### src/rtl/tem_pkg.sv
/*
 * Shared constants and carrier types for the timer external match block.
 * Assumes a 32-bit AXI4-Lite register bus and a 4-channel match timer.
 */
package tem_pkg;
    localparam int unsigned NUM_CH = 4;
    // Byte address of the external match control register.
    localparam logic [31:0] EXT_MATCH_CTRL_ADDR = 32'h4000c03c;
    // Low address bits used for decode inside the 4 KiB peripheral page.
    localparam logic [11:0] EXT_MATCH_CTRL_OFS = 12'h03c;
    // Field positions.
    localparam int unsigned STATE_LSB = 0;
    localparam int unsigned ACTION_LSB = 4;
    localparam int unsigned ACTION_W = 2;
    localparam int unsigned USED_BITS = 12;
    // Reset values.
    localparam logic [3:0] STATE_RESET = 4'h0;
    localparam logic [7:0] ACTION_RESET = 8'h00;
    // Match action codes.
    typedef enum logic [1:0] {
        TEM_ACT_NONE = 2'h0,
        TEM_ACT_CLEAR = 2'h1,
        TEM_ACT_SET = 2'h2,
        TEM_ACT_TOGGLE = 2'h3
    } tem_action_t;
    // AXI response codes.
    localparam logic [1:0] RESP_OKAY = 2'h0;
    localparam logic [1:0] RESP_SLVERR = 2'h2;
    // Per-channel match and PWM strobes and the shared timer reset from the counter core.
    typedef struct packed {
        logic [3:0] match_hit;   // Counter equals match value n.
        logic [3:0] pwm_enable;  // PWM mode per channel.
        logic timer_reset;       // Counter wrapped or reset to zero.
    } tem_events_t;
    // Bus state machine, one-hot.
    typedef enum logic [2:0] {
        TEM_BUS_IDLE = 3'b001,
        TEM_BUS_WRESP = 3'b010,
        TEM_BUS_RDATA = 3'b100
    } tem_bus_state_t;
endpackage : tem_pkg

### src/rtl/tem_match_outputs.sv
/*
 * External match output logic of a 16-bit counter/timer, with its control
 * register on AXI4-Lite. Assumes the counter core supplies one-cycle match
 * strobes, a timer reset strobe and the PWM enables on aclk; pin selection
 * comes from the pin function multiplexer, synchronous to aclk.
 */
// Design decision made here: the AXI4-Lite register port.
`timescale 1ns/1ps

module tem_match_outputs #(
    parameter bit FIRST_INSTANCE = 1'b1  // Instance lacks a channel 2 pin.
) (
    input wire logic aclk,                       // Peripheral clock.
    input wire logic aresetn,                    // Synchronous reset, low.
    input wire logic [31:0] s_axi_awaddr,        // Write address.
    input wire logic s_axi_awvalid,              // Write address valid.
    output logic s_axi_awready,                  // Write address ready.
    input wire logic [31:0] s_axi_wdata,         // Write data.
    input wire logic [3:0] s_axi_wstrb,          // Write byte strobes.
    input wire logic s_axi_wvalid,               // Write data valid.
    output logic s_axi_wready,                   // Write data ready.
    output logic [1:0] s_axi_bresp,              // Write response.
    output logic s_axi_bvalid,                   // Write response valid.
    input wire logic s_axi_bready,               // Write response ready.
    input wire logic [31:0] s_axi_araddr,        // Read address.
    input wire logic s_axi_arvalid,              // Read address valid.
    output logic s_axi_arready,                  // Read address ready.
    output logic [31:0] s_axi_rdata,             // Read data.
    output logic [1:0] s_axi_rresp,              // Read response.
    output logic s_axi_rvalid,                   // Read data valid.
    input wire logic s_axi_rready,               // Read data ready.
    input wire tem_pkg::tem_events_t events,     // Strobes from timer core.
    input wire logic [3:0] pin_function_select,  // Match function on pin.
    output logic [3:0] match_output_pin,         // Pin output levels.
    output logic [3:0] match_output_pin_oe,      // Pin output enables.
    output logic [3:0] match_level               // Channel levels, internal.
);
    logic [3:0] out_state;
    logic [3:0] next_out_state;
    logic [7:0] action;
    logic [7:0] next_action;
    logic [3:0] next_pin;
    logic [3:0] next_pin_oe;
    tem_pkg::tem_bus_state_t bus_state;
    tem_pkg::tem_bus_state_t next_bus_state;
    logic aw_held;
    logic next_aw_held;
    logic w_held;
    logic next_w_held;
    logic [31:0] awaddr_q;
    logic [31:0] next_awaddr_q;
    logic [31:0] wdata_q;
    logic [31:0] next_wdata_q;
    logic [3:0] wstrb_q;
    logic [3:0] next_wstrb_q;
    logic [1:0] bresp_q;
    logic [1:0] next_bresp_q;
    logic [31:0] rdata_q;
    logic [31:0] next_rdata_q;
    logic [1:0] rresp_q;
    logic [1:0] next_rresp_q;
    logic do_write;
    logic wr_hit;
    logic rd_hit;
    logic [31:0] reg_view;
    logic [3:0] ch_next;
    logic [31:0] wdata_now;
    logic [3:0] wstrb_now;

    // Whole register as software sees it; reserved bits read as zero.
    assign reg_view = {20'h00000, action, out_state};
    // The write decode must use the live address when it arrives in the
    // same cycle as the write is taken, so it goes through the selector.
    assign wr_hit = wr_addr_ok();
    assign rd_hit = s_axi_araddr[11:2] == tem_pkg::EXT_MATCH_CTRL_OFS[11:2];
    assign do_write = (bus_state == tem_pkg::TEM_BUS_IDLE)
        && (aw_held || s_axi_awvalid) && (w_held || s_axi_wvalid);

    // Per-channel next level. PWM wins over the action field because the
    // counter core owns the waveform in that mode.
    //
    // Each channel is a small mux in front of one flip-flop of out_state.
    // The match strobe is a single-cycle pulse from the counter core, so the
    // action is applied exactly once per match. A strobe that stays high
    // for several cycles would reapply the action on every one of them; the
    // counter core is expected never to do that.
    //
    // In PWM mode the match strobe raises the level and the timer reset
    // strobe lowers it. When both come in one cycle the match wins, which
    // keeps a match value of zero from producing a stuck low output.
    //
    // Codes outside the enum cannot occur in two bits; the default branch
    // only keeps the case complete for the linter and for synthesis.
    for (genvar ch = 0; ch < 4; ch++) begin : g_ch
        always_comb begin
            ch_next[ch] = out_state[ch];
            if (events.pwm_enable[ch]) begin
                if (events.match_hit[ch]) begin
                    ch_next[ch] = 1'b1;
                end else if (events.timer_reset) begin
                    ch_next[ch] = 1'b0;
                end
            end else if (events.match_hit[ch]) begin
                case (tem_pkg::tem_action_t'(action[2*ch +: 2]))
                    tem_pkg::TEM_ACT_NONE: ch_next[ch] = out_state[ch];
                    tem_pkg::TEM_ACT_CLEAR: ch_next[ch] = 1'b0;
                    tem_pkg::TEM_ACT_SET: ch_next[ch] = 1'b1;
                    tem_pkg::TEM_ACT_TOGGLE: ch_next[ch] = ~out_state[ch];
                    default: ch_next[ch] = out_state[ch];
                endcase
            end
        end
    end

    // Register and level update. A same-cycle match beats a software write
    // to the state bits so that no timer event is lost.
    always_comb begin
        next_out_state = ch_next;
        next_action = action;
        if (do_write && wr_hit) begin
            if (wstrb_now[0]) begin
                // Bits 31:12 are ignored; software should keep them zero.
                next_action[3:0] = wdata_now[7:4];
                for (int i = 0; i < 4; i++) begin
                    if (!events.match_hit[i] && !events.pwm_enable[i]) begin
                        next_out_state[i] = wdata_now[i];
                    end
                end
            end
            if (wstrb_now[1]) begin
                next_action[7:4] = wdata_now[11:8];
            end
        end
    end

    // Pin drive follows the next level so pins and readback line up.
    always_comb begin
        next_pin = next_out_state;
        next_pin_oe = pin_function_select;
        if (FIRST_INSTANCE) begin
            next_pin[2] = 1'b0;
            next_pin_oe[2] = 1'b0;
        end
    end

    // Bus handshake: address and data may arrive in either order.
    //
    // Write address and write data are each held in a small capture stage
    // when they arrive alone. The write is taken in the cycle in which the
    // second of the two is seen, so a master that offers both together is
    // answered with bvalid right after the taking edge, in the next cycle.
    //
    // A read is taken only when no write is pending or arriving. This
    // gives writes priority and keeps the read data consistent with any
    // write that the master has already offered.
    //
    // Only one transfer is under way at a time. While a response waits
    // for bready or rready, all three ready outputs stay low, so a master
    // that offers the next request early simply waits.
    //
    // An address outside this register is answered with a slave error and
    // has no effect; a refused read returns zero data.
    //
    // The ready outputs are decoded from state, and arready also from the write
    // valid inputs, as the channel rules allow. They cannot come from flip-flops without
    // adding a cycle of latency to every transfer, which was not wanted.
    always_comb begin
        next_bus_state = bus_state;
        next_aw_held = aw_held;
        next_w_held = w_held;
        next_awaddr_q = awaddr_q;
        next_wdata_q = wdata_q;
        next_wstrb_q = wstrb_q;
        next_bresp_q = bresp_q;
        next_rdata_q = rdata_q;
        next_rresp_q = rresp_q;
        case (bus_state)
            tem_pkg::TEM_BUS_IDLE: begin
                if (!aw_held && s_axi_awvalid) begin
                    next_aw_held = 1'b1;
                    next_awaddr_q = s_axi_awaddr;
                end
                if (!w_held && s_axi_wvalid) begin
                    next_w_held = 1'b1;
                    next_wdata_q = s_axi_wdata;
                    next_wstrb_q = s_axi_wstrb;
                end
                if (do_write) begin
                    next_aw_held = 1'b0;
                    next_w_held = 1'b0;
                    next_bresp_q = wr_addr_ok() ? tem_pkg::RESP_OKAY
                                                : tem_pkg::RESP_SLVERR;
                    next_bus_state = tem_pkg::TEM_BUS_WRESP;
                end else if (s_axi_arvalid && !aw_held && !w_held
                             && !s_axi_awvalid && !s_axi_wvalid) begin
                    next_rdata_q = rd_hit ? reg_view : 32'h00000000;
                    next_rresp_q = rd_hit ? tem_pkg::RESP_OKAY
                                          : tem_pkg::RESP_SLVERR;
                    next_bus_state = tem_pkg::TEM_BUS_RDATA;
                end
            end
            tem_pkg::TEM_BUS_WRESP: begin
                if (s_axi_bready) begin
                    next_bus_state = tem_pkg::TEM_BUS_IDLE;
                end
            end
            tem_pkg::TEM_BUS_RDATA: begin
                if (s_axi_rready) begin
                    next_bus_state = tem_pkg::TEM_BUS_IDLE;
                end
            end
            default: next_bus_state = tem_pkg::TEM_BUS_IDLE;
        endcase
    end

    // Effective write payload: the held copy or the live channel.
    function automatic logic [31:0] wdata_eff();
        return w_held ? wdata_q : s_axi_wdata;
    endfunction : wdata_eff

    function automatic logic [3:0] s_axi_wstrb_eff();
        return w_held ? wstrb_q : s_axi_wstrb;
    endfunction : s_axi_wstrb_eff

    function automatic logic wr_addr_ok();
        logic [31:0] a;
        a = aw_held ? awaddr_q : s_axi_awaddr;
        return a[11:2] == tem_pkg::EXT_MATCH_CTRL_OFS[11:2];
    endfunction : wr_addr_ok

    // All state registers; every output below except s_axi_arready comes from these alone.
    always_ff @(posedge aclk) begin
        if (!aresetn) begin
            out_state <= tem_pkg::STATE_RESET;
            action <= tem_pkg::ACTION_RESET;
            match_output_pin <= 4'h0;
            match_output_pin_oe <= 4'h0;
            match_level <= 4'h0;
            bus_state <= tem_pkg::TEM_BUS_IDLE;
            aw_held <= 1'b0;
            w_held <= 1'b0;
            awaddr_q <= 32'h00000000;
            wdata_q <= 32'h00000000;
            wstrb_q <= 4'h0;
            bresp_q <= 2'h0;
            rdata_q <= 32'h00000000;
            rresp_q <= 2'h0;
        end else begin
            out_state <= next_out_state;
            action <= next_action;
            match_output_pin <= next_pin;
            match_output_pin_oe <= next_pin_oe;
            match_level <= next_out_state;
            bus_state <= next_bus_state;
            aw_held <= next_aw_held;
            w_held <= next_w_held;
            awaddr_q <= next_awaddr_q;
            wdata_q <= next_wdata_q;
            wstrb_q <= next_wstrb_q;
            bresp_q <= next_bresp_q;
            rdata_q <= next_rdata_q;
            rresp_q <= next_rresp_q;
        end
    end

    // Valid and response outputs are decoded from registered state only.
    assign s_axi_bvalid = bus_state == tem_pkg::TEM_BUS_WRESP;
    assign s_axi_bresp = bresp_q;
    assign s_axi_rvalid = bus_state == tem_pkg::TEM_BUS_RDATA;
    assign s_axi_rdata = rdata_q;
    assign s_axi_rresp = rresp_q;

    // Each capture stage accepts while idle and empty. A read is accepted
    // only when nothing of a write is held or offered, matching the take
    // condition of the bus state machine above.
    assign s_axi_awready = (bus_state == tem_pkg::TEM_BUS_IDLE) && !aw_held;
    assign s_axi_wready = (bus_state == tem_pkg::TEM_BUS_IDLE) && !w_held;
    assign s_axi_arready = (bus_state == tem_pkg::TEM_BUS_IDLE)
        && !aw_held && !w_held && !s_axi_awvalid && !s_axi_wvalid;

    // Effective write payload as plain signals, so single bits can be
    // selected from it in the register update.
    assign wdata_now = wdata_eff();
    assign wstrb_now = s_axi_wstrb_eff();

    // Limitations worth knowing: the byte strobes only matter for lanes 0
    // and 1, since lanes 2 and 3 hold reserved bits only. A partial write
    // to lane 1 alone changes the upper two action fields and leaves the
    // state bits and the lower fields untouched.
    //
    // The pins follow the state bits with the same one-cycle register
    // delay as the readback, so software never sees a level that the pin
    // has not yet shown. On the first timer instance channel 2 keeps its
    // level internally but its pin enable stays low at all times.
endmodule : tem_match_outputs

### config.mk
export PLATFORM = sky130hd
export DESIGN_NAME = tem_match_outputs
export DESIGN_NICKNAME = d
export VERILOG_FILES = /design/src/rtl/tem_pkg.sv /design/src/rtl/tem_match_outputs.sv
export SDC_FILE = /design/constraint.sdc
export NUM_CORES = 1
export LEC_CHECK = 0
export ABC_AREA = 1
export ABC_CLOCK_PERIOD_IN_PS = 3200
export BUFFER_PORTS_ARGS = -buffer_cell sky130_fd_sc_hd__buf_2
export CAP_MARGIN = 5
export CORE_ASPECT_RATIO = 0.9
export CORE_UTILIZATION = 48
export CTS_BUF_LIST = sky130_fd_sc_hd__clkbuf_4
export DETAILED_ROUTE_END_ITERATION = 10
export PLACE_DENSITY = 0.87
export SKIP_CTS_REPAIR_TIMING = 1
export SKIP_LAST_GASP = 1
export SYNTH_ARGS = -nofsm -noshare
export SYNTH_HDL_FRONTEND = slang
export SYNTH_SLANG_ARGS = --single-unit
### constraint.sdc
create_clock -name aclk -period 3.2 [get_ports aclk]
set_clock_uncertainty 0.2 [all_clocks]
set_input_delay 0.32 -clock aclk [delete_from_list [all_inputs] [get_ports aclk]]
set_output_delay 0.32 -clock aclk [all_outputs]
set_load 0.02 [all_outputs]
==> results of run 1 <==
-- power groups by stage --
| stage | Clock (mW) | Combinational [mW] | Sequential (mW) |
|---|---|---|---|
| 2_1_floorplan | 0 | 0.350 | 0.861 |
| 3_3_place_gp | 0 | 0.411 | 0.871 |
| 3_5_place_dp | 0 | 0.422 | 0.876 |
| 4_1_cts | 0.594 | 0.424 | 0.859 |
| 5_1_grt | 0.633 | 0.497 | 0.871 |
| 6_report | 0.581 | 0.445 | 0.860 |
-- final timing paths --
kind / start / end / slack (ps) / cells past startpoint
hold / removal: s_axi_awaddr[2] / awaddr_q[2]$_SDFFE_PN0P_ / -3 / 3
setup reg to reg: w_held$_SDFFE_PN0P_ / wdata_q[3]$_SDFFE_PN0P_ / 910 / 6
hold reg to reg: awaddr_q[11]$_SDFFE_PN0P_ / awaddr_q[11]$_SDFFE_PN0P_ / 260 / 2
setup / recovery: w_held$_SDFFE_PN0P_ / wdata_q[3]$_SDFFE_PN0P_ / 910 / 6
-- final cells by class --
| class | count | area (µm²) |
|---|---|---|
| Fill cell | 520 | 2240 |
| Multi-Input combinational cell | 279 | 1340 |
| Sequential cell | 58 | 1160 |
| Timing Repair Buffer | 99 | 583 |
| Inverter | 51 | 191 |
| Tap cell | 70 | 87.6 |
| Clock inverter | 7 | 83.8 |
| Clock buffer | 9 | 67.6 |
-- cell usage in the layout (no fill, tap or decap), types with 2 or more instances in the layout --
cell           Yosys  final
clkbuf_4           0      9
buf_2              6     81
nor3_1             5      5
inv_1             49     49
inv_2              2      2
clkinv_2           0      4
mux2i_1           11     11
nand2_1           68     68
bufinv_16          0      2
nor2_2             2      2
nor2_1            64     64
dlygate4sd3_1      0     17
nor2_4             2      2
conb_1             1     24
a21oi_1           22     22
dfxtp_1           58     58
nand3_1           26     26
o21ai_0           32     32
a32oi_1            4      4
nand4_1           12     12
-- per-layer routing --
| layer | GRT usage | up-vias |
|---|---|---|
| li1 | - | 1446 |
| met1 | 0.264 | 1289 |
| met2 | 0.333 | 111 |
| met3 | 0.0672 | 12 |
| met4 | 0.0785 | 0 |
| met5 | 0 | - |
-- cell families after synthesis --
group	share of synthesized area
compound gates	0.115
buf+inv	0.167
flops	0.401
mux	0.0380
other cells	0.00129
simple gates	0.278
-- worst max-delay path: stages, from the launching register on --
cell and delay [ps]:
dfxtp_1 620, inv_2 180, nand2_1 80, nor2_2 430, inv_1 360, o21ai_0 240
a21oi_1 50
-- metrics by stage --
stage | power [mW] | cells | util
after floorplan | 1.21 | 432 | -
after global placement | 1.28 | 540 | 0.554
after detailed placement | 1.30 | 540 | 0.554
after CTS | 1.88 | 556 | 0.581
after global routing | 2.00 | 573 | 0.610
final | 1.89 | 573 | 0.610
-- registers in the layout (all words and copies together) (netlist names) --
name,flops
s_axi_rdata,12
wdata_q,12
awaddr_q,10
action,8
bus_state,3
match_output_pin,3
match_output_pin_oe,3
wstrb_q,2
aw_held,1
out_state,1
s_axi_bresp,1
s_axi_rresp,1
w_held,1
==> metrics.md, run 1 <==
| Metric | Value |
|---|---|
| TritonCTS clock tree | done |
| Met3 wire length | 458 µm |
| Area after DPL | 0.00319 mm² |
| Root buffer cell | clkbuf_4 |
| Post-synth ARST share | 0 |
| Final wirelength | 6.49 mm |
| Slew margin rel. | 0.379 |
| Final hold viol count | 2 |
| CTS sink cnt | 58 |
| Crit path kind | register to register |
| Ratio of cells with drive above 1 in the final layout | 0.217 |
| Flop pwr share | 0.456 |
| CP max FO | 19 |
| Initial antenna violation count | 0 |
| Top-count cell post-synth | nand2_1 |
| Seq/Total Area, Yosys | 0.401 |
| Wire per inst | 11.3 µm |
| 1st-iter DRT viols | 204 |
| Post-route DRC violation count | 18 |
| DIE WIDTH | around 84 µm |
| Leading post-synthesis cells by cell area | dfxtp_1 40%, nand2_1 8.8%, nor2_1 8.3% |
| M1 WL | 2.97 mm |
| Core Area | 0.00576 mm² |
| Worst EP arrival | between 2000 and 2500 ps |
| Vias/cell | 4.99 |
| Netlist Area Pre-Place | 0.00290 mm² |
| Final #Nets | 618 |
| Num ports | 173 |
| Fmax | 437 MHz |
| Int Pwr | 1.27 mW |
| Total track usage | 0.207 |
| Die H | 75.7 µm |
| Initial Util | 0.503 |
| Worst Tran Pin Value | 930 ps |
| Max-cap violation count | 0 |
| Pin count of the biggest net entering global routing | 45 |
| Design area | 0.00351 mm² |
| Static leakage | 1.70 nW |
| Htree depth | 3 |
| Final setup viols | 0 |
| Synth cell types | 27 |
| Synth Register Bits | 58 |
| Post-synth EDFFs | 0 |
| Vias in the first global route | 2402 |
| Synth area leader | dfxtp_1 |
| VDD IR max | between 0.3 and 0.4 mV |
| WHS | -2.81 ps |
| Area Growth Syn to Fin | 21.2% |
| Ys Warns | 0 |
| Failing checks | DRC, hold timing |
| Status | finished with violations |
| # rows | 26 |
| Startpoint types | register |
| Worst endpoint required time | 3260 ps |
| Final HPWL DP | ~4.7 mm |
| Clock buffer depth | 2 |
| Synth top area share | 0.401 |
| RSZ-0062 raised after global routing | no |
| Port bufs | 81 |
| Period minus WS final | around 2300 ps |
| Crit path capture type | register |
| Switching pwr | between 0.6 and 0.7 mW |
| Switching fraction of total power | 0.329 |
| Commonest cells post-synth | 68 x nand2_1, 64 x nor2_1, 58 x dfxtp_1, 49 x inv_1, 32 x o21ai_0 |
| Main synth FF type | dfxtp_1 |
| Reg clk slew, reported paths | 110 ps |
| Pre-CTS setup slack | 927 ps |
| DR WL met2 | 2.95 mm |
| Clock share of power | 0.308 |
| Final Max Tran Viols | 0 |
| Highest Signal Layer | met4 |
| P per Cell Area | 537 mW/mm² |
| Setup tns final | 0 ps |
| Synthesized instance count | 409 |
| GR Overflow Total | 0 |
| Detailed Routing Iterations Pass 1 | 10 |
| Via count | 2858 |
| Final WS setup | ~910 ps |
| Ant diodes | 0 |
| Combinational share of power | 0.236 |
| Hold Crit Class | input port to register |
| Synthesized area per cell | 7.09 µm² |
| Skew-Pair Late Insertion Delay | 390 ps |
| First-pass GRT wire length | 10.3 mm |
| Num CTS Buffers | 9 |
| Crit share post-route | 0.714 |
| Routability cong. | 0.789 |
| Die area | 0.00635 mm² |
| Routed Antenna Nets | 0 |
Note: power is estimated with default switching activity, not from simulation.
==> run 2, diff against run 1 <==
--- a/config.mk
+++ b/config.mk
@@ -5,15 +5,15 @@
 export SDC_FILE = /design/constraint.sdc
 export NUM_CORES = 1
 export LEC_CHECK = 0
-export ABC_AREA = 1
-export ABC_CLOCK_PERIOD_IN_PS = 3200
+export ABC_AREA = 0
+export ABC_CLOCK_PERIOD_IN_PS = 2300
 export BUFFER_PORTS_ARGS = -buffer_cell sky130_fd_sc_hd__buf_2
 export CAP_MARGIN = 5
 export CORE_ASPECT_RATIO = 0.9
-export CORE_UTILIZATION = 48
+export CORE_UTILIZATION = 45
 export CTS_BUF_LIST = sky130_fd_sc_hd__clkbuf_4
 export DETAILED_ROUTE_END_ITERATION = 10
-export PLACE_DENSITY = 0.87
+export PLACE_DENSITY = 0.83
 export SKIP_CTS_REPAIR_TIMING = 1
 export SKIP_LAST_GASP = 1
 export SYNTH_ARGS = -nofsm -noshare
==> constraint.sdc (replaced) <==
create_clock -name aclk -period 2.3 [get_ports aclk]
set_clock_uncertainty 0.2 [all_clocks]
set_input_delay 0.23 -clock aclk [delete_from_list [all_inputs] [get_ports aclk]]
set_output_delay 0.23 -clock aclk [all_outputs]
set_load 0.02 [all_outputs]
==> metrics.md, run 2 <==
| Metric | Value |
|---|---|
| Total track usage | 0.211 (+0.00418) |
| Reg2Reg Depth | 4 (-2) |
| WHS | -9.10 ps (-6.29 ps) |
| Met2 Usage GRT | 0.340 (+0.00714) |
| Failing checks | hold timing |
| Die H | 77.8 µm (+2.8%) |
| Crit path kind | input port to register |
| P per Cell Area | 673 mW/mm² (+25%) |
| Core Area | 0.00615 mm² (+6.8%) |
| Synth top area share | 0.404 (+0.00349) |
| Max-cap violation count | 0 (unchanged) |
| Status | finished with violations |
| Ys Warns | 0 (unchanged) |
| Commonest cells after routing, fill and taps aside | 81 x buf_2, 58 x dfxtp_1, 34 x nand2_1 |
| Hold Crit Endpoint | match_output_pin[3]$_SDFF_PN0_ |
| Flop pwr share | 0.461 (+0.005) |
| Switching pwr | 0.786 mW (+27%) |
| Adder-Cell Fraction of Synth Area | 0 (unchanged) |
| Hold Crit Class | input port to register |
| Die area | 0.00671 mm² (+5.6%) |
| Largest family of logic cells by synthesized area | simple AND/OR/NAND/NOR gates |
| Pin count of the biggest net entering global routing | 23 (-49%) |
| Commonest non-fill, non-tap cell in the layout | buf_2 |
| Crit path capture type | register |
| Initial Util | 0.467 (-0.0360) |
| Final Max Tran Viols | 0 (unchanged) |
| Num CTS Buffers | 9 (unchanged) |
| Area after DPL | 0.00324 mm² (+1.4%) |
| Design area | 0.00365 mm² (+4.0%) |
| Wire per inst | 14.2 µm (+25%) |
| Detailed Routing Iterations Pass 1 | 5 (-5) |
| Skew-Pair Late Insertion Delay | 410 ps (+20 ps) |
| First-pass GRT wire length | 11.0 mm (+6.7%) |
| Netlist Area Pre-Place | 0.00287 mm² (-0.86%) |
| Busiest grt layer | met2 |
| 1st-iter DRT viols | 165 (-19%) |
| Num ports | 173 (unchanged) |
| Cell Chain, Critical Path | dlygate4sd3_1 -> buf_2 -> nor4bb_1 -> nand3_1 -> a221oi_1 -> o221a_2 |
| Routability cong. | 0.828 (+4.9%) |
| Total power | 2.46 mW (+30%) |
| Period minus WS final | 2150 ps |
| Synthesized instance count | 323 (-21%) |
| Commonest cells post-synth | 58 x dfxtp_1, 34 x nand2_1, 30 x buf_4, 26 x a21oi_1, 25 x nand3_1 |
| Root buffer cell | clkbuf_4 |
| Final wirelength | 7.38 mm (+14%) |
| Initial antenna violation count | 0 (unchanged) |
| Static leakage | 1.58 nW (-7.4%) |
| Complex-gate fraction of the synthesized area | 0.156 (+0.0411) |
| Vias in the first global route | 2405 (+0.12%) |
| Post-route DRC violation count | 0 (-18) |
| Slew margin rel. | 0.652 (+0.273) |
| R2r startpoint | bus_state[0]$_SDFFE_PN1P_ |
| Switching fraction of total power | 0.320 (-0.00903) |
| Synth area leader | dfxtp_1 |
| Seq/Total Area, Yosys | 0.404 (+0.00349) |
| Final setup viols | 0 (unchanged) |
| Startpoint types | input port |
| Post-synth ARST share | 0 (unchanged) |
| Hold_sp | events[4] |
| DIE WIDTH | 86.2 µm (+2.8%) |
| Ant diodes | 0 (unchanged) |
| CP max FO | 4 (-15) |
| Reg clk slew, reported paths | 100 ps (about the same) |
| Synth Register Bits | 58 (unchanged) |
| Max incr delay on CP | 540 ps (-80 ps) |
| Area Growth Syn to Fin | 27.2% |
| Ratio of cells with drive above 1 in the final layout | 0.265 (+0.0483) |
| Reg-to-reg endpoint | action[4]$_SDFFE_PN0P_ |
| Crit share post-route | 0.936 |
| Hold Path Cell Cnt | 4 (+1) |
| Worst Tran Pin Value | 522 ps (-408 ps) |
| Leading post-synthesis cells by cell area | dfxtp_1 40%, buf_4 7.8%, mux2i_1 7.7% |
| Worst endpoint required time | 2460 ps (-800 ps) |
| CTS sink cnt | 58 (unchanged) |
| Post-synth EDFFs | 0 (unchanged) |
| Top-count cell post-synth | dfxtp_1 |
| Worst EP arrival | 2310 ps (-40 ps) |
| Port bufs | 81 (unchanged) |
| Vias/cell | 5.35 (+7.2%) |
| GR Util met1 | 0.265 (+0.00100) |
| Final HPWL DP | 5.03 mm (+8.0%) |
| Final hold viol count | 2 (unchanged) |
| Final #Nets | 550 (-11%) |
| TritonCTS clock tree | done |
| Xor/xnor cell area share of the yosys netlist | 0 (unchanged) |
| FF-to-FF setup slack | 180 ps (-730 ps) |
| Mux cell area share after synthesis | 0.0805 (+0.0426) |
| VDD IR max | 0.354 mV (+2.2%) |
| Synth Area in Simple Gates | 0.249 (-0.0289) |
| GR Overflow Total | 0 (unchanged) |
| Main synth FF type | dfxtp_1 |
| Slowest CP cell | a221oi_1 |
| Clock buffer depth | 2 (unchanged) |
| Combinational share of power | 0.256 (+0.020) |
| Routed Antenna Nets | 0 (unchanged) |
| Fmax | 465 MHz |
| Via count | 2786 (-2.5%) |
| Htree depth | 3 (unchanged) |
| Synthesized area per cell | 8.90 µm² (+26%) |
| Int Pwr | 1.67 mW (+32%) |
| # rows | 27 (+3.8%) |
| Met3 usage | 0.0564 (-0.0108) |
| Synth cell types | 48 (+78%) |
| Clock share of power | 0.283 (-0.025) |
[run 2: how the worst max path moves through the flow]
| stage | startpoint | end | slack [ps] |
|---|---|---|---|
| CTS | aw_held$_SDFFE_PN0P_ | s_axi_arready | 80 |
| finish | s_axi_awaddr[6] | action[4]$_SDFFE_PN0P_ | 150 |
| detailed placement | bus_state[0]$_SDFFE_PN1P_ | out_state[2]$_SDFF_PN0_ | 210 |
| floorplan | aw_held$_SDFFE_PN0P_ | s_axi_arready | 230 |
| global route | bus_state[0]$_SDFFE_PN1P_ | action[4]$_SDFFE_PN0P_ | -30 |
| global placement | bus_state[0]$_SDFFE_PN1P_ | action[4]$_SDFFE_PN0P_ | 330 |
[run 2: layer usage]
layer / wire [µm] / up-vias / part of all wire
li1: - / 1340 / -
met1: 3250 / 1282 / 0.44
met2: 3410 / 142 / 0.46
met3: 530 / 22 / 0.072
met4: 191 / 0 / 0.026
met5: 0 / - / 0
[run 2: logic make-up (layout without fill, tap and decap cells)]
family / after synthesis / in the layout
other: 1 / 24
AND/OR/NAND/NOR: 129 / 129
AO/OA/AOI/OAI: 64 / 64
multiplexers: 23 / 23
flip-flops: 58 / 58
buffers and inverters: 48 / 136
[run 2: area by class of cell]
cell class / count / area, µm²
Multi-Input combinational cell: 240 / 1490
Clock buffer: 10 / 75.1
Timing Repair Buffer: 119 / 763
Sequential cell: 58 / 1160
Tap cell: 87 / 109
Inverter: 2 / 7.51
Fill cell: 561 / 2490
Clock inverter: 5 / 46.3
[run 2: critical path: cells and delay by family]
family,cells,cell delay (ps)
buffers and inverters,2,650
and+or+nand+nor,2,610
AOI/OAI and AO/OA,2,810
[run 2: power by group through the flow]
stage	clock network, mW	registers (mW)	logic [mW]
2_1_floorplan	0	1.15	0.452
3_3_place_gp	0	1.15	0.558
3_5_place_dp	0	1.15	0.573
4_1_cts	0.697	1.13	0.579
5_1_grt	0.746	1.15	0.689
6_report	0.695	1.13	0.629
[run 2: per-stage QoR]
stage | std cells | hold WS [ps] | utilization | TNS, ps | setup slack [ps]
6_report | 521 | -9.10 | 0.594 | 0 | 148
5_1_grt | 521 | 13.8 | 0.594 | -54.2 | -29.1
4_1_cts | 492 | -190 | 0.546 | 0 | 75.9
3_5_place_dp | 477 | 242 | 0.526 | 0 | 205
3_3_place_gp | 477 | 237 | 0.526 | 0 | 330
2_1_floorplan | 346 | 157 | - | 0 | 227
